--- config.mk ---
export PLATFORM = sky130hd
export DESIGN_NAME = smi_event_flag_control
export DESIGN_NICKNAME = d
export VERILOG_FILES = /design/src/pkg/smi_flag_pkg.sv /design/src/design/smi_flag_cell.sv /design/src/design/smi_event_flag_control.sv
export SDC_FILE = /design/constraint.sdc
export NUM_CORES = 1
export LEC_CHECK = 0
export BUFFER_PORTS_ARGS = -buffer_cell sky130_fd_sc_hd__buf_2
export CAP_MARGIN = 10
export CORE_UTILIZATION = 38
export DETAILED_ROUTE_END_ITERATION = 6
export PLACE_DENSITY = 0.85
export SETUP_SLACK_MARGIN = 0.2
export SLEW_MARGIN = 20
export SYNTH_ARGS = -nofsm -noshare
export SYNTH_HDL_FRONTEND = slang
export SYNTH_SLANG_ARGS = --single-unit
--- constraint.sdc ---
create_clock -name clock_in -period 1.5 [get_ports clock_in]
set_clock_uncertainty 0.05 [all_clocks]
set_input_delay 0.225 -clock clock_in [delete_from_list [all_inputs] [get_ports clock_in]]
set_output_delay 0.225 -clock clock_in [all_outputs]
set_load 0.005 [all_outputs]
--- src/pkg/smi_flag_pkg.sv ---
// Package for the management interrupt event flag and enable register.
// Assumes a single 64-bit register reached by a model-specific register port.
package smi_flag_pkg;
    localparam int REG_W = 64;
    localparam int SRC_W = 16;
    localparam int FLAG_LSB = 32;
    localparam logic [63:0] REG_RESET = 64'h0000_0000_0000_0000;
    // Implemented enable positions; the flag of enable n sits at n + FLAG_LSB
    localparam logic [15:0] ENABLE_MASK = 16'hfbff;
    // Sources that raise the synchronous indication; the rest are asynchronous
    localparam logic [15:0] SYNC_MASK = 16'hdb00;
    localparam logic [15:0] ASYNC_MASK = 16'h20ff;
    localparam int PWR_FIRST_BIT = 15;
    localparam int PWR_SECOND_BIT = 14;
    localparam int KBD_GATE_BIT = 13;
    localparam int LEGACY_XFER_BIT = 12;
    localparam int LOWPIN_BIT = 11;
    localparam int SERIAL_B_BIT = 9;
    localparam int SERIAL_A_BIT = 8;
    localparam int FAST_INIT_BIT = 7;
    localparam int FAST_GATE_BIT = 6;
    localparam int KBD_INIT_BIT = 5;
    localparam int POWER_LOGIC_BIT = 4;
    localparam int IRQ_MAPPER_BIT = 3;
    localparam int KBD_EMU_BIT = 2;
    localparam int SHUTDOWN_BIT = 1;
    localparam int HALT_BIT = 0;

    typedef struct packed {
        logic write;
        logic [63:0] data;
    } reg_req_t;

    typedef struct packed {
        logic sync_mgmt_interrupt;
        logic async_mgmt_interrupt;
    } mgmt_irq_t;
endpackage

--- src/design/smi_flag_cell.sv ---
// One sticky write-1-to-clear event flag with its enable.
// Assumes event strobes are synchronous to clock_in.
`timescale 1ns/100ps
module smi_flag_cell (
    // Clock and reset
    input wire logic clock_in,
    input wire logic rstn_in,
    // Control
    input wire logic enable_in,
    input wire logic event_in,
    input wire logic clear_in,
    // State
    output logic flag_out
);
    logic flag_q;
    logic flag_d;

    // Set wins over a clear in the same cycle so no event is lost
    always_comb begin
        flag_d = flag_q;
        if (clear_in) begin
            flag_d = 1'b0;
        end
        if (event_in && enable_in) begin
            flag_d = 1'b1;
        end
    end

    always_ff @(posedge clock_in or negedge rstn_in) begin
        if (!rstn_in) begin
            flag_q <= 1'b0;
        end else begin
            flag_q <= flag_d;
        end
    end

    assign flag_out = flag_q;
endmodule // smi_flag_cell

--- src/design/smi_event_flag_control.sv ---
// Management interrupt event flags and enables in one 64-bit register.
// Assumes register accesses and source strobes are synchronous to clock_in.
// Operation
// - Reserved bits 63:48, 42, 31:16, 10 read zero, writes ignored.
// - Flags are sticky; writing one clears, zero leaves unchanged.
// - A source sets its flag only while enable bit n is set.
// - First power control write sets flag 47 when enable 15 set.
// - Second power control write sets flag 46 when enable 14 set.
// - Keyboard gate line change sets flag 45 when enable 13 set.
// - Legacy DMA event sets flag 44 when enable 12 set.
// - Low pin count bus event sets flag 43 when enable 11 set.
// - Second serial port event sets flag 41 when enable 9 set.
// - First serial port event sets flag 40 when enable 8 set.
// - Fast port init request sets flag 39 when enable 7 set.
// - Fast port gate change sets flag 38 when enable 6 set.
// - Keyboard init sequence sets flag 37 when enable 5 set.
// - Power logic event sets flag 36 when enable 4 set.
// - Interrupt mapper event sets flag 35 when enable 3 set.
// - Keyboard emulation event sets flag 34 when enable 2 set.
// - Shutdown cycle sets flag 33 when enable 1 set.
// - Halt cycle sets flag 32 when enable 0 set.
`timescale 1ns/100ps
module smi_event_flag_control
    import smi_flag_pkg::*;
(
    // Clock and reset
    input wire logic clock_in,
    input wire logic rstn_in,
    // Register port
    input wire reg_req_t reg_req_in,
    output logic [63:0] reg_rdata_out,
    // Event strobes, one cycle each
    input wire logic power_ctrl_first_reg_write_in,
    input wire logic power_ctrl_second_reg_write_in,
    input wire logic kbd_gate_line_change_in,
    input wire logic legacy_transfer_event_in,
    input wire logic lowpin_bus_event_in,
    input wire logic serial_b_event_in,
    input wire logic serial_a_event_in,
    input wire logic fast_port_init_in,
    input wire logic fast_port_gate_change_in,
    input wire logic kbd_init_sequence_in,
    input wire logic power_logic_event_in,
    input wire logic irq_mapper_event_in,
    input wire logic kbd_emulation_event_in,
    input wire logic shutdown_cycle_in,
    input wire logic halt_cycle_in,
    // Interrupt indications
    output mgmt_irq_t irq_out
);
    logic [SRC_W-1:0] enable_q;
    logic [SRC_W-1:0] flags;
    logic [SRC_W-1:0] events;
    logic [SRC_W-1:0] clears;
    mgmt_irq_t irq_q;

    // One indication per kind; an enable cleared later drops it but keeps the flag
    function automatic logic any_pending(input logic [SRC_W-1:0] flag_v,
            input logic [SRC_W-1:0] en_v, input logic [SRC_W-1:0] kind_v);
        any_pending = |(flag_v & en_v & kind_v);
    endfunction

    always_comb begin
        events = '0;
        events[PWR_FIRST_BIT] = power_ctrl_first_reg_write_in;
        events[PWR_SECOND_BIT] = power_ctrl_second_reg_write_in;
        events[KBD_GATE_BIT] = kbd_gate_line_change_in;
        events[LEGACY_XFER_BIT] = legacy_transfer_event_in;
        events[LOWPIN_BIT] = lowpin_bus_event_in;
        events[SERIAL_B_BIT] = serial_b_event_in;
        events[SERIAL_A_BIT] = serial_a_event_in;
        events[FAST_INIT_BIT] = fast_port_init_in;
        events[FAST_GATE_BIT] = fast_port_gate_change_in;
        events[KBD_INIT_BIT] = kbd_init_sequence_in;
        events[POWER_LOGIC_BIT] = power_logic_event_in;
        events[IRQ_MAPPER_BIT] = irq_mapper_event_in;
        events[KBD_EMU_BIT] = kbd_emulation_event_in;
        events[SHUTDOWN_BIT] = shutdown_cycle_in;
        events[HALT_BIT] = halt_cycle_in;
    end

    // Reserved enables are never stored, so they read zero
    always_ff @(posedge clock_in or negedge rstn_in) begin
        if (!rstn_in) begin
            enable_q <= REG_RESET[SRC_W-1:0];
        end else if (reg_req_in.write) begin
            enable_q <= reg_req_in.data[SRC_W-1:0] & ENABLE_MASK;
        end
    end

    assign clears = reg_req_in.write ?
        (reg_req_in.data[FLAG_LSB +: SRC_W] & ENABLE_MASK) : '0;

    genvar i;
    generate
        for (i = 0; i < SRC_W; i++) begin : g_flag
            if (ENABLE_MASK[i]) begin : g_impl
                smi_flag_cell u_cell (
                    .clock_in(clock_in),
                    .rstn_in(rstn_in),
                    .enable_in(enable_q[i]),
                    .event_in(events[i]),
                    .clear_in(clears[i]),
                    .flag_out(flags[i])
                );
            end else begin : g_rsvd
                assign flags[i] = 1'b0;
            end
        end
    endgenerate

    assign reg_rdata_out = {16'h0000, flags, 16'h0000, enable_q};

    // Registered indications follow flags; clearing the flag drops them
    always_ff @(posedge clock_in or negedge rstn_in) begin
        if (!rstn_in) begin
            irq_q <= '0;
        end else begin
            irq_q.sync_mgmt_interrupt <= any_pending(flags, enable_q, SYNC_MASK);
            irq_q.async_mgmt_interrupt <= any_pending(flags, enable_q, ASYNC_MASK);
        end
    end

    assign irq_out = irq_q;

    property p_set_on_event;
        @(posedge clock_in) disable iff (!rstn_in)
            (halt_cycle_in && enable_q[HALT_BIT]) |=> flags[HALT_BIT];
    endproperty
    a_set_on_event: assert property (p_set_on_event) else $error("halt flag not set");

    property p_no_set_disabled;
        @(posedge clock_in) disable iff (!rstn_in)
            !enable_q[SHUTDOWN_BIT]
            |=> !$rose(flags[SHUTDOWN_BIT]);
    endproperty
    a_no_set_disabled: assert property (p_no_set_disabled) else $error("flag set while disabled");

    property p_clear;
        @(posedge clock_in) disable iff (!rstn_in)
            (reg_req_in.write && reg_req_in.data[FLAG_LSB + PWR_FIRST_BIT]
             && !power_ctrl_first_reg_write_in) |=> !flags[PWR_FIRST_BIT];
    endproperty
    a_clear: assert property (p_clear) else $error("write one did not clear");

    property p_sticky;
        @(posedge clock_in) disable iff (!rstn_in)
            (flags[SERIAL_A_BIT] && !(reg_req_in.write && reg_req_in.data[FLAG_LSB + SERIAL_A_BIT]))
            |=> flags[SERIAL_A_BIT];
    endproperty
    a_sticky: assert property (p_sticky) else $error("flag lost without clear");

    property p_reserved;
        @(posedge clock_in) disable iff (!rstn_in)
            reg_rdata_out[63:48] == 16'h0000 && reg_rdata_out[31:16] == 16'h0000
            && !reg_rdata_out[42] && !reg_rdata_out[10];
    endproperty
    a_reserved: assert property (p_reserved) else $error("reserved bit set");

    property p_sync_irq;
        @(posedge clock_in) disable iff (!rstn_in)
            (flags[PWR_SECOND_BIT] && enable_q[PWR_SECOND_BIT]) |=> irq_out.sync_mgmt_interrupt;
    endproperty
    a_sync_irq: assert property (p_sync_irq) else $error("sync indication missing");

    property p_async_irq;
        @(posedge clock_in) disable iff (!rstn_in)
            (kbd_gate_line_change_in && enable_q[KBD_GATE_BIT])
            ##1 enable_q[KBD_GATE_BIT] |=> irq_out.async_mgmt_interrupt;
    endproperty
    a_async_irq: assert property (p_async_irq) else $error("async indication missing");

    property p_irq_quiet;
        @(posedge clock_in) disable iff (!rstn_in)
            ((flags & enable_q) == 16'h0000) |=> !irq_out.sync_mgmt_interrupt
            && !irq_out.async_mgmt_interrupt;
    endproperty
    a_irq_quiet: assert property (p_irq_quiet) else $error("indication without flag");

    property p_no_spurious_set;
        @(posedge clock_in) disable iff (!rstn_in)
            (flags == '0 && (events & enable_q) == '0) |=> flags == '0;
    endproperty
    a_no_spurious_set: assert property (p_no_spurious_set)
        else $error("flag set with no enabled event");

    property p_enable_write;
        @(posedge clock_in) disable iff (!rstn_in)
            reg_req_in.write
            |=> enable_q == ($past(reg_req_in.data[SRC_W-1:0]) & ENABLE_MASK);
    endproperty
    a_enable_write: assert property (p_enable_write)
        else $error("enable write did not land");

    property p_pwr_first_set;
        @(posedge clock_in) disable iff (!rstn_in)
            (power_ctrl_first_reg_write_in && enable_q[PWR_FIRST_BIT])
            |=> flags[PWR_FIRST_BIT];
    endproperty
    a_pwr_first_set: assert property (p_pwr_first_set)
        else $error("first power control flag not set");

    property p_pwr_second_set;
        @(posedge clock_in) disable iff (!rstn_in)
            (power_ctrl_second_reg_write_in && enable_q[PWR_SECOND_BIT])
            |=> flags[PWR_SECOND_BIT];
    endproperty
    a_pwr_second_set: assert property (p_pwr_second_set)
        else $error("second power control flag not set");

    property p_kbd_gate_set;
        @(posedge clock_in) disable iff (!rstn_in)
            (kbd_gate_line_change_in && enable_q[KBD_GATE_BIT])
            |=> flags[KBD_GATE_BIT];
    endproperty
    a_kbd_gate_set: assert property (p_kbd_gate_set)
        else $error("keyboard gate flag not set");

    property p_legacy_xfer_set;
        @(posedge clock_in) disable iff (!rstn_in)
            (legacy_transfer_event_in && enable_q[LEGACY_XFER_BIT])
            |=> flags[LEGACY_XFER_BIT];
    endproperty
    a_legacy_xfer_set: assert property (p_legacy_xfer_set)
        else $error("legacy transfer flag not set");

    property p_lowpin_set;
        @(posedge clock_in) disable iff (!rstn_in)
            (lowpin_bus_event_in && enable_q[LOWPIN_BIT])
            |=> flags[LOWPIN_BIT];
    endproperty
    a_lowpin_set: assert property (p_lowpin_set)
        else $error("low pin count bus flag not set");

    property p_serial_b_set;
        @(posedge clock_in) disable iff (!rstn_in)
            (serial_b_event_in && enable_q[SERIAL_B_BIT])
            |=> flags[SERIAL_B_BIT];
    endproperty
    a_serial_b_set: assert property (p_serial_b_set)
        else $error("second serial flag not set");

    property p_serial_a_set;
        @(posedge clock_in) disable iff (!rstn_in)
            (serial_a_event_in && enable_q[SERIAL_A_BIT])
            |=> flags[SERIAL_A_BIT];
    endproperty
    a_serial_a_set: assert property (p_serial_a_set)
        else $error("first serial flag not set");

    property p_fast_init_set;
        @(posedge clock_in) disable iff (!rstn_in)
            (fast_port_init_in && enable_q[FAST_INIT_BIT])
            |=> flags[FAST_INIT_BIT];
    endproperty
    a_fast_init_set: assert property (p_fast_init_set)
        else $error("fast port init flag not set");

    property p_fast_gate_set;
        @(posedge clock_in) disable iff (!rstn_in)
            (fast_port_gate_change_in && enable_q[FAST_GATE_BIT])
            |=> flags[FAST_GATE_BIT];
    endproperty
    a_fast_gate_set: assert property (p_fast_gate_set)
        else $error("fast port gate flag not set");

    property p_kbd_init_set;
        @(posedge clock_in) disable iff (!rstn_in)
            (kbd_init_sequence_in && enable_q[KBD_INIT_BIT])
            |=> flags[KBD_INIT_BIT];
    endproperty
    a_kbd_init_set: assert property (p_kbd_init_set)
        else $error("keyboard init flag not set");

    property p_power_logic_set;
        @(posedge clock_in) disable iff (!rstn_in)
            (power_logic_event_in && enable_q[POWER_LOGIC_BIT])
            |=> flags[POWER_LOGIC_BIT];
    endproperty
    a_power_logic_set: assert property (p_power_logic_set)
        else $error("power logic flag not set");

    property p_irq_mapper_set;
        @(posedge clock_in) disable iff (!rstn_in)
            (irq_mapper_event_in && enable_q[IRQ_MAPPER_BIT])
            |=> flags[IRQ_MAPPER_BIT];
    endproperty
    a_irq_mapper_set: assert property (p_irq_mapper_set)
        else $error("interrupt mapper flag not set");

    property p_kbd_emu_set;
        @(posedge clock_in) disable iff (!rstn_in)
            (kbd_emulation_event_in && enable_q[KBD_EMU_BIT])
            |=> flags[KBD_EMU_BIT];
    endproperty
    a_kbd_emu_set: assert property (p_kbd_emu_set)
        else $error("keyboard emulation flag not set");

    property p_shutdown_set;
        @(posedge clock_in) disable iff (!rstn_in)
            (shutdown_cycle_in && enable_q[SHUTDOWN_BIT])
            |=> flags[SHUTDOWN_BIT];
    endproperty
    a_shutdown_set: assert property (p_shutdown_set)
        else $error("shutdown flag not set");
endmodule // smi_event_flag_control

==> results.md, run 1 <==
* Run status: completed
* Number of register bits inferred by synthesis at 32
* Worst Path Max Fanout at 3
* Sw Ratio at 24.74%
* Count of buffering cells on the critical path with inverters included at 0
* Max Cap Viol at 0
* Number of buffers on the longest clock path at 2
* Pre-antenna DRT Iters at 4
* Sum Neg Setup Slack at 0 ns
* Power density relative to cell area at roughly 1100 nW/µm²
* All-Layer GR Usage at approximately an eighth
* Register-to-register path setup slack at between 0.3 and 0.4 ns
* Peak Freq at 859.0 MHz
* Core Region at 4414 µm²
* NumNets Final at 291
* Leakage power summed over all cells at 0.001050 µW
* Number of instances in the synthesized netlist at 154
* Worst Reg-to-Reg Cells at 3
* Worst setup path class: reg2reg
* EDFF count, synth at 0
* Tightest Hold Check Type: in2reg
* Layout cell share with drive strength beyond 1 at between 50% and 60%
* Port buffer count at 79
* Number of DRC violations after detailed routing at 0
* Detail Placement HPWL at around 2400 µm
* Number of nets with antenna violations after routing at 0
* Async set-or-reset flop fraction in the synthesized netlist at 100.0%
* Clock transition at the register clock pins on the worst setup and hold paths after CTS at 0.07 ns
* Dominant delay contributor by cell family on the critical path: compound AO/OA/AOI/OAI gates
* Max IR drop VDD at 0.3475 mV
* Vias after detailed routing at 1156
* Sequential-to-total area share from yosys stat at a little under half
* Part of the power in registers at 47.5%
* Maximum number of pins on one net before global-route repair at 31
* Top cells by area, synth: sky130_fd_sc_hd__dfrtp_1, sky130_fd_sc_hd__buf_4, sky130_fd_sc_hd__mux2_2
* End of the worst register-to-register path: irq_out[0]$_DFF_PN0_
* RSZ-0062 raised after global routing: no
* GR Overflow Total at 0
* Clock share of power at 34.9%
* Area share of the leading cell type in the synthesized netlist at 45.55%
* Clock tree from TritonCTS: done
* Nature of the critical path startpoint: register
* Level count of the clock H-tree at 2
* Number of endpoints failing setup at the final stage at 0
* Worst Setup SP: g_flag[2].g_impl.u_cell.flag_out$_DFFE_PN0P_
* Cell at the root of the clock tree: sky130_fd_sc_hd__clkbuf_8
* Critical path, cell by cell: a22o_2 > a221oi_2 > nand3_1
* Antenna Diode Count at 0
* Number of distinct standard cells referenced by the synthesized netlist at 13
* Final period utilization at 77.61%
* Internal at 1695 µW
* Max stage delay cell, worst path: sky130_fd_sc_hd__dfrtp_1
* Total number of yosys warnings at 0
* Leading cell type by number of instances after synthesis: sky130_fd_sc_hd__buf_4
* Count of final max-slew check failures at 0
* Hold Path End: g_flag[6].g_impl.u_cell.flag_out$_DFFE_PN0P_
* Height of the die at 70.02 µm
* Ports placed on the boundary at approximately 150
* Minimum hold slack at 0.1191 ns
* Shortest period the worst path allows at 1.164 ns
* Endpoint arrival time on the critical path at 1.26 ns
* Total count of hold-check failures in the final report at 0
* Number of DRC violations after detailed-routing iteration 0 at 36
* Max incr delay on CP at 0.40 ns
* FF-to-FF Start: g_flag[2].g_impl.u_cell.flag_out$_DFFE_PN0P_
* Worst-skew pair later-pin latency at between 0.2 and 0.3 ns
* Std-Cell Rows at 24
* Avg Inst Size Synth at 11.42 µm²
* Most used flip-flop cell after synthesis: sky130_fd_sc_hd__dfrtp_1
* Die outline area at 4902 µm²
* Required time at the worst-slack endpoint at between 1.5 and 2 ns
* Wire length of the first global-routing pass at 4878 µm
* TritonCTS buffer count at 5
* Mapped cell area at 1758 µm²
* Net Sw Power at roughly 560 µW
* Detailed Route WL at 3047 µm
* Routed via count divided by cell count at 4.412
* Yosys top cell by area: sky130_fd_sc_hd__dfrtp_1
* Initial Utilization at 39.82%
* Hold path start: fast_port_gate_change_in
* Average detailed-routed wire length per instance at roughly 12 µm
* Combinational group share of total power at 17.6%
* Vias in the first global route at 1083
* Cts repair resizes at 0
* Synthesis-to-finish area growth at 12.46%
* Antenna violations before repair at 0
* Top cells by instance count after synthesis: sky130_fd_sc_hd__buf_4, sky130_fd_sc_hd__dfrtp_1, sky130_fd_sc_hd__a22o_1, sky130_fd_sc_hd__nand2_1, sky130_fd_sc_hd__mux2_2
* Clock sink count at 32
* Cell count of the worst hold path at 2
* Routability Congestion at roughly 0.71
* Crit. End Element: register
* Die Width at between 70 and 80 µm
## registers in the layout, indices dropped and copies added, names as in the netlist
register and count:
enable_q 15, g_flag.g_impl.u_cell.flag_out 15, irq_out 2
## metrics by stage
| step | cells | utilization, % | cell area [µm²] | total power, µW | setup WS, ns |
|---|---|---|---|---|---|
| 2_1_floorplan | 187 | - | 1882 | 1455 | 0.4529 |
| 3_3_place_gp | 253 | 42.12 | 1859 | 1469 | 0.3600 |
| 3_5_place_dp | 253 | 42.12 | 1859 | 1484 | 0.3283 |
| 4_1_cts | 262 | 44.78 | 1977 | 2289 | 0.3037 |
| 5_1_grt | 262 | 44.78 | 1977 | 2386 | 0.2497 |
| 6_report | 262 | 44.78 | 1977 | 2252 | 0.3358 |
## what timing repair did
item	4_1_cts	5_1_grt
hold buffers	1	0
setup endpoints to repair	0	0
hold endpoints to repair	16	0
buffers inserted	0	0
## layout by cell type, fill, tap and decap left out, types with 2 or more instances in the layout
cell / n
sky130_fd_sc_hd__a22o_1: 15
sky130_fd_sc_hd__a22oi_1: 4
sky130_fd_sc_hd__buf_2: 79
sky130_fd_sc_hd__clkbuf_8: 5
sky130_fd_sc_hd__conb_1: 34
sky130_fd_sc_hd__dfrtp_1: 32
sky130_fd_sc_hd__mux2_2: 12
sky130_fd_sc_hd__mux2_4: 3
sky130_fd_sc_hd__nand2_1: 15
sky130_fd_sc_hd__nand3_1: 2
## worst max path at each step
stage                     depth (start not counted)                    to  slack, ns
after global routing                              3  irq_out[0]$_DFF_PN0_       0.25
after floorplan                                   3  irq_out[0]$_DFF_PN0_       0.45
after global placement                            3  irq_out[0]$_DFF_PN0_       0.36
after CTS                                         3  irq_out[0]$_DFF_PN0_       0.30
final                                             3  irq_out[0]$_DFF_PN0_       0.34
after detailed placement                          3  irq_out[0]$_DFF_PN0_       0.33
## cell type report
type                       count  area [µm²]
tap                           52       65.06
multi-input combinational     88       570.5
clock buffer                   6       72.57
sequential                    32       800.8
timing repair buffer          82       432.9
clock inverter                 2       35.03
fill                         449        2437
## cell families after synthesis
logic type / Yosys count / share of synthesized area [%]
AOI/OAI and AO/OA: 22 / 11.17
buffers and inverters: 67 / 29.04
DFF: 32 / 45.55
muxes: 15 / 10.25
other: 1 / 0.2133
and+or+nand+nor: 17 / 3.772
## per-layer routing
metal | GRT usage, % | up-vias | share of wire, %
met2 | 21.37 | 67 | 49
met4 | 3.333 | 0 | 0.85
met3 | 4.618 | 4 | 7.3
li1 | - | 537 | -
met1 | 15.14 | 548 | 43
met5 | 0 | - | 0
## power by group through the flow
stage               Clock [µW]  Sequential, µW  Combinational, µW
floorplan                    0            1060                396
global placement             0            1080                389
detailed placement           0            1090                399
CTS                        817            1070                403
global route               860            1090                439
finish                     787            1070                396
Power figures use the tool's default switching activity.
==> run 2: changes to the inputs <==
==> constraint.sdc (replaced) <==
create_clock -name clock_in -period 1.1 [get_ports clock_in]
set_clock_uncertainty 0.05 [all_clocks]
set_input_delay 0.165 -clock clock_in [delete_from_list [all_inputs] [get_ports clock_in]]
set_output_delay 0.165 -clock clock_in [all_outputs]
set_load 0.005 [all_outputs]
==> run 2 against run 1 <==
Compared with the run above:
- the run now ends with negative setup slack left
- sequential share of layout area shrank 6.3 points
- non-clock buffer count grew 28
- final area grew 18%
- register-to-register slack lost 0.35 ns
- total power grew 44%
- largest cell class unchanged
==> results.md, run 2 (synthesis results as in run 1) <==
* Worst-skew pair later-pin latency at 0.27 ns (about the same)
* Routability Congestion at 0.6400 (was 0.7109)
* Ports placed on the boundary at 148 (unchanged)
* Leakage power summed over all cells at 0.001253 µW (was 0.001050 µW)
* Required time at the worst-slack endpoint at 1.20 ns (was 1.60 ns)
* Most frequent standard cell in the layout excluding fill and tap cells: sky130_fd_sc_hd__buf_2 (unchanged)
* Summed area of non-filler cells in the final layout at 2342 µm² (was 1977 µm²)
* Initial Utilization at 39.82% (unchanged)
* Total count of hold-check failures in the final report at 0 (unchanged)
* Power density relative to cell area at 1382 nW/µm² (was 1139 nW/µm²)
* Peak Freq at 900.5 MHz (was 859.0 MHz)
* Worst setup path class: reg2reg (unchanged)
* Most used cells in the layout excluding fill and tap cells: sky130_fd_sc_hd__buf_2, sky130_fd_sc_hd__conb_1, sky130_fd_sc_hd__dfrtp_1, sky130_fd_sc_hd__buf_6 (was sky130_fd_sc_hd__buf_2, sky130_fd_sc_hd__conb_1, sky130_fd_sc_hd__dfrtp_1, sky130_fd_sc_hd__nand2_1, sky130_fd_sc_hd__a22o_1)
* Tightest Hold Check Type: in2reg (unchanged)
* Area taken by flip-flops and latches at 802.0 µm² (was 800.8 µm²)
* Clock share of power at 27.8% (was 34.9%)
* Layout cell share with drive strength beyond 1 at 57.98% (was 50.00%)
* Worst Path Max Fanout at 2 (was 3)
* Part of the power in registers at 44.4% (was 47.5%)
* GR Overflow Total at 0 (unchanged)
* Cell at the root of the clock tree: sky130_fd_sc_hd__clkbuf_8 (unchanged)
* Vias in the first global route at 1248 (was 1083)
* RSZ-0062 raised after global routing: yes (was no)
* Final period utilization at 101.0% (was 77.61%)
* Filler cell count at 412 (was 449)
* Number of DRC violations after detailed-routing iteration 0 at 30 (was 36)
* Count of final max-slew check failures at 0 (unchanged)
* Crit. End Element: register (unchanged)
* Shortest period the worst path allows at 1.111 ns (was 1.164 ns)
* Number of buffers on the longest clock path at 2 (unchanged)
* Core Region at 4414 µm² (unchanged)
* Internal at 2398 µW (was 1695 µW)
* Level count of the clock H-tree at 2 (unchanged)
* Final worst setup slack at -0.01055 ns (was 0.3358 ns)
* Wire length of the first global-routing pass at 5678 µm (was 4878 µm)
* Vias after detailed routing at 1270 (was 1156)
* Detailed Route WL at 3508 µm (was 3047 µm)
* All-Layer GR Usage at 15.12% (was 12.64%)
* Combinational group share of total power at 27.8% (was 17.6%)
* Antenna violations before repair at 0 (unchanged)
* Routed via count divided by cell count at 4.379 (was 4.412)
* Nature of the critical path startpoint: register (unchanged)
* Pre-antenna DRT Iters at 4 (unchanged)
* Die outline area at 4902 µm² (unchanged)
* Std-Cell Rows at 24 (unchanged)
* Failing checks: negative setup slack
* TritonCTS buffer count at 5 (unchanged)
* Endpoint arrival time on the critical path at 1.21 ns (was 1.26 ns)
* Area of combinational cells with multiple inputs at 611.8 µm² (was 570.5 µm²)
* Clock tree from TritonCTS: done (unchanged)
* Worst slack at placement at -0.01218 ns (was 0.3283 ns)
* Sw Ratio at 25.91% (was 24.74%)
* Number of nets with antenna violations after routing at 0 (unchanged)
* Die Width at 70.02 µm (unchanged)
* Net Sw Power at 838.8 µW (was 557.3 µW)
* Antenna Diode Count at 0 (unchanged)
* Clock transition at the register clock pins on the worst setup and hold paths after CTS at 0.06 ns (was 0.07 ns)
* Number of DRC violations after detailed routing at 0 (unchanged)
* Clock sink count at 32 (unchanged)
* Average detailed-routed wire length per instance at 12.10 µm (was 11.63 µm)
* Maximum number of pins on one net before global-route repair at 33 (was 31)
* Minimum hold slack at 0.05946 ns (was 0.1191 ns)
* Max Cap Viol at 0 (unchanged)
* Height of the die at 70.02 µm (unchanged)
* Number of endpoints failing setup at the final stage at 6 (was 0)
* Detail Placement HPWL at 2438 µm (was 2372 µm)
* Port buffer count at 79 (unchanged)
* NumNets Final at 319 (was 291)
* Max IR drop VDD at 0.6189 mV (was 0.3475 mV)
* Run status: complete, but fails checks (was completed)
* Synthesis-to-finish area growth at 33.24% (was 12.46%)
* DP Area at 1929 µm² (was 1859 µm²)
-- run 2: cell count changes in the layout (fill, tap and decap cells not counted), moves of 5 or more --
| cell | before | now |
|---|---|---|
| sky130_fd_sc_hd__buf_2 | 79 | 74 |
| sky130_fd_sc_hd__buf_6 | 0 | 24 |
| sky130_fd_sc_hd__mux2_2 | 12 | 5 |
| sky130_fd_sc_hd__mux2_4 | 3 | 10 |
| sky130_fd_sc_hd__buf_4 | 1 | 8 |
-- run 2: worst paths after layout --
check | to | from | slack (ns) | cells past startpoint
max | irq_out[0]$_DFF_PN0_ | enable_q[2]$_DFFE_PN0P_ | -0.01 | 3
min | g_flag[5].g_impl.u_cell.flag_out$_DFFE_PN0P_ | kbd_init_sequence_in | 0.06 | 2
max reg2reg | irq_out[0]$_DFF_PN0_ | enable_q[2]$_DFFE_PN0P_ | -0.01 | 3
min reg2reg | g_flag[1].g_impl.u_cell.flag_out$_DFFE_PN0P_ | g_flag[1].g_impl.u_cell.flag_out$_DFFE_PN0P_ | 0.47 | 1
max in group asynchronous | enable_q[13]$_DFFE_PN0P_ | rstn_in | 0.49 | 3
min in group asynchronous | enable_q[3]$_DFFE_PN0P_ | rstn_in | 0.32 | 3
-- run 2: layer usage --
metal | vias to the layer above | share of wire, % | track usage (%)
met5 | - | 0 | 0
li1 | 596 | - | -
met1 | 595 | 40 | 17.61
met4 | 0 | 1.6 | 6.667
met2 | 72 | 52 | 26.07
met3 | 7 | 7.2 | 3.896
-- run 2: worst max-delay path, cell delays in order, from the launching register on --
cell and delay (ns):
sky130_fd_sc_hd__dfrtp_1 0.39, sky130_fd_sc_hd__a22o_2 0.27, sky130_fd_sc_hd__a221oi_2 0.19, sky130_fd_sc_hd__nand3_1 0.10
-- run 2: layout make-up --
class	instances	area share [%]
sequential	32	34.24
clock inverter	2	0.4273
tap	52	2.778
clock buffer	6	3.526
multi-input combinational	88	26.12
timing repair buffer	110	32.91
-- run 2: what timing repair did --
action                                  CTS  global route
buffers inserted                         21             1
pin swaps                                 6             6
resized for setup                        31             4
endpoints found under the setup margin   36            53
hold buffers                              1             0
endpoints found under the hold margin    32             0
gates cloned                              0             0
-- run 2: power by group through the flow --
| stage | registers [µW] | clock network (µW) | logic (µW) |
|---|---|---|---|
| 6_report | 1440 | 898 | 900 |
| 5_1_grt | 1460 | 1010 | 979 |
| 4_1_cts | 1430 | 948 | 884 |
| 3_5_place_dp | 1470 | 0 | 604 |
| 3_3_place_gp | 1460 | 0 | 595 |
| 2_1_floorplan | 1440 | 0 | 539 |
-- run 2: stage by stage --
step                setup TNS [ns]  power (µW)  instances  util, %
finish                    -0.02931        3237        290    53.06
global route               -0.3199        3447        290    53.06
CTS                        -0.1332        3265        289    52.61
detailed placement        -0.01218        2073        259    43.71
global placement          -0.01887        2056        259    43.71
floorplan                        0        1984        187        -
==> run 3: changes to the inputs <==
--- a/config.mk
+++ b/config.mk
@@ -14,4 +14,6 @@
 export SLEW_MARGIN = 20
 export SYNTH_ARGS = -nofsm -noshare
 export SYNTH_HDL_FRONTEND = slang
+export SYNTH_HIERARCHICAL = 1
 export SYNTH_SLANG_ARGS = --single-unit
+export TNS_END_PERCENT = 100
==> run 3 against run 2 <==
Compared with the run above:
- the flow still finishes with violations (negative setup slack)
- critical endpoint unchanged
- largest cell class is now buffers
- register-to-register slack lost 0.02 ns
- wire length grew 8.4%
- setup slack lost 0.022 ns
- maximum frequency shrank 2.0%
- critical path depth shrank 1
- highest routed layer unchanged
- critical path type unchanged
- clock power grew 0.8%
==> results.md, run 3 <==
* Max IR drop VDD at 0.7945 mV (was 0.6189 mV)
* Vias after detailed routing at 1384 (was 1270)
* RSZ-0062 raised after global routing: yes (unchanged)
* Total number of yosys warnings at 6 (was 0)
* Clock transition at the register clock pins on the worst setup and hold paths after CTS at 0.06 ns (about the same)
* Crit. End Element: register (unchanged)
* Core Region at 4354 µm² (was 4414 µm²)
* Filler cell count at 371 (was 412)
* Detail Placement HPWL at 2545 µm (was 2438 µm)
* Run status: complete, but fails checks (unchanged)
* Level count of the clock H-tree at 2 (unchanged)
* Synthesis-to-finish area growth at 48.04% (was 33.24%)
* Async set-or-reset flop fraction in the synthesized netlist at 100.0% (unchanged)
* Cell at the root of the clock tree: sky130_fd_sc_hd__clkbuf_8 (unchanged)
* Count of non-filler cells in the finished layout at 324 (was 290)
* Most frequent standard cell in the layout excluding fill and tap cells: sky130_fd_sc_hd__buf_2 (unchanged)
* Power density relative to cell area at 1314 nW/µm² (was 1382 nW/µm²)
* Vias in the first global route at 1306 (was 1248)
* Pre-antenna DRT Iters at 4 (unchanged)
* Detailed Route WL at 3803 µm (was 3508 µm)
* Shortest period the worst path allows at 1.133 ns (was 1.111 ns)
* Clock sink count at 32 (unchanged)
* Number of instances in the synthesized netlist at 154 (unchanged)
* Antenna violations before repair at 0 (unchanged)
* Final worst setup slack at -0.03268 ns (was -0.01055 ns)
* Area share of the leading cell type in the synthesized netlist at 46.44% (was 45.55%)
* Endpoint arrival time on the critical path at 1.21 ns (about the same)
* Required time at the worst-slack endpoint at 1.18 ns (was 1.20 ns)
* Most used cells in the layout excluding fill and tap cells: sky130_fd_sc_hd__buf_2, sky130_fd_sc_hd__conb_1, sky130_fd_sc_hd__dfrtp_1, sky130_fd_sc_hd__buf_6 (unchanged)
* Mapped cell area at 1724 µm² (was 1758 µm²)
* All-Layer GR Usage at 16.04% (was 15.12%)
* Worst setup path class: reg2reg (unchanged)
* Top cells by area, synth: sky130_fd_sc_hd__dfrtp_1, sky130_fd_sc_hd__buf_4, sky130_fd_sc_hd__mux2_4 (was sky130_fd_sc_hd__dfrtp_1, sky130_fd_sc_hd__buf_4, sky130_fd_sc_hd__mux2_2)
* Most used flip-flop cell after synthesis: sky130_fd_sc_hd__dfrtp_1 (unchanged)
* Peak Freq at 882.9 MHz (was 900.5 MHz)
* Routed via count divided by cell count at 4.272 (was 4.379)
* Leading cell type by number of instances after synthesis: sky130_fd_sc_hd__buf_4 (unchanged)
* Nature of the critical path startpoint: register (unchanged)
* Leakage power summed over all cells at 0.001396 µW (was 0.001253 µW)
* Layout cell share with drive strength beyond 1 at 57.35% (was 57.98%)
* NumNets Final at 353 (was 319)
* Number of endpoints failing setup at the final stage at 7 (was 6)
* Count of final max-slew check failures at 0 (unchanged)
* Sequential-to-total area share from yosys stat at 46.44% (was 45.55%)
* Ports placed on the boundary at 148 (unchanged)
* Number of instances in the placed design at 292 (was 259)
* Total power of the final layout at 3355 µW (was 3237 µW)
* Tightest Hold Check Type: in2reg (unchanged)
* Port buffer count at 79 (unchanged)
* Number of nets with antenna violations after routing at 0 (unchanged)
* Yosys top cell by area: sky130_fd_sc_hd__dfrtp_1 (unchanged)
* Height of the die at 69.36 µm (was 70.02 µm)
* Number of DRC violations after detailed-routing iteration 0 at 59 (was 30)
* EDFF count, synth at 0 (unchanged)
* Maximum number of pins on one net before global-route repair at 33 (unchanged)
* Number of distinct standard cells referenced by the synthesized netlist at 15 (was 13)
* Avg Inst Size Synth at 11.20 µm² (was 11.42 µm²)
* Average detailed-routed wire length per instance at 11.74 µm (was 12.10 µm)
* Die Width at 69.36 µm (was 70.02 µm)
* Total count of hold-check failures in the final report at 0 (unchanged)
* Number of register bits inferred by synthesis at 32 (unchanged)
* Failing checks: negative setup slack (unchanged)
* Wire length of the first global-routing pass at 5920 µm (was 5678 µm)
* Die outline area at 4811 µm² (was 4902 µm²)
* Antenna Diode Count at 0 (unchanged)
* Std-Cell Rows at 24 (unchanged)
* Initial Utilization at 39.60% (was 39.82%)
* Number of buffers on the longest clock path at 2 (unchanged)
* Max Cap Viol at 0 (unchanged)
* Worst-skew pair later-pin latency at 0.27 ns (about the same)
* Clock tree from TritonCTS: done (unchanged)
* GR Overflow Total at 0 (unchanged)
* Routability Congestion at 0.6565 (was 0.6400)
* TritonCTS buffer count at 5 (unchanged)
* Worst Path Max Fanout at 3 (was 2)
* Final period utilization at 103.0% (was 101.0%)
* Number of DRC violations after detailed routing at 0 (unchanged)
* Top cells by instance count after synthesis: sky130_fd_sc_hd__buf_4, sky130_fd_sc_hd__dfrtp_1 (was sky130_fd_sc_hd__buf_4, sky130_fd_sc_hd__dfrtp_1, sky130_fd_sc_hd__a22o_1, sky130_fd_sc_hd__nand2_1, sky130_fd_sc_hd__mux2_2)
run 3: logic make-up (layout without fill, tap and decap cells):
family | count (synthesis) | after routing | share of synthesized area (%)
muxes | 15 | 15 | 13.06
other | 1 | 34 | 0.2175
and+or+nand+nor | 32 | 32 | 9.289
buffers and inverters | 52 | 137 | 19.67
DFF | 32 | 32 | 46.44
AOI/OAI and AO/OA | 22 | 22 | 11.32
run 3: final cells by class:
type	count	area, µm²	area share, %
tap	52	65.06	2.549
multi-input combinational	103	735.7	28.82
sequential	32	800.8	31.37
timing repair buffer	114	804.5	31.52
inverter	15	56.30	2.206
clock buffer	8	90.09	3.529
run 3: worst max-delay path, cell delays in order, from the launching register on:
cell and delay, ns:
sky130_fd_sc_hd__dfrtp_1 0.39, sky130_fd_sc_hd__a222oi_1 0.43, sky130_fd_sc_hd__nand3_1 0.12
run 3: timing repair:
item	4_1_cts	5_1_grt
setup buffers	19	4
pin swaps	2	3
hold buffers	1	0
gates resized for setup	28	7
hold endpoints to repair	32	0
setup endpoints to repair	38	49
run 3: power by group:
group | leakage [µW] | switching (µW) | internal [µW] | total [µW]
sequential | 0.000364 | 103 | 1320 | 1430
combinational | 0.000986 | 397 | 625 | 1020
clock | 0.0000455 | 395 | 510 | 905
run 3: metal layers:
layer  share of wire (%)  vias to the layer above  GRT usage, %
met1                  41                      652         18.60
met2                  53                       68         27.83
met3                 6.2                        2         5.959
met4                0.37                        0         4.082
met5                   0                        -             0
li1                    -                      662             -
run 3: path summary, 6_finish.rpt:
| check | startpoint | cells after the start | to | slack (ns) |
|---|---|---|---|---|
| setup / recovery | g_flag[0].g_impl.u_cell/flag_out$_DFFE_PN0P_ | 2 | irq_out[0]$_DFF_PN0_ | -0.03 |
| hold / removal | legacy_transfer_event_in | 3 | g_flag[12].g_impl.u_cell/flag_out$_DFFE_PN0P_ | 0.05 |
| setup reg to reg | g_flag[0].g_impl.u_cell/flag_out$_DFFE_PN0P_ | 2 | irq_out[0]$_DFF_PN0_ | -0.03 |
| hold reg to reg | enable_q[12]$_DFFE_PN0P_ | 2 | g_flag[12].g_impl.u_cell/flag_out$_DFFE_PN0P_ | 0.49 |
| max in group asynchronous | rstn_in | 3 | g_flag[13].g_impl.u_cell/flag_out$_DFFE_PN0P_ | 0.32 |
| min in group asynchronous | rstn_in | 3 | g_flag[0].g_impl.u_cell/flag_out$_DFFE_PN0P_ | 0.39 |
run 3: per-stage QoR:
step	worst slack [ns]	setup TNS (ns)	util [%]	instance area [µm²]	hold slack (ns)
finish	-0.03268	-0.09000	58.62	2552	0.04800
global route	-0.06882	-0.4599	58.62	2552	0.02850
CTS	-0.03507	-0.2291	57.36	2497	0.02833
detailed placement	-0.04525	-0.04525	48.99	2133	0.1631
global placement	-0.01373	-0.01373	48.99	2133	0.1514
floorplan	0.05757	0	-	1848	-0.1806
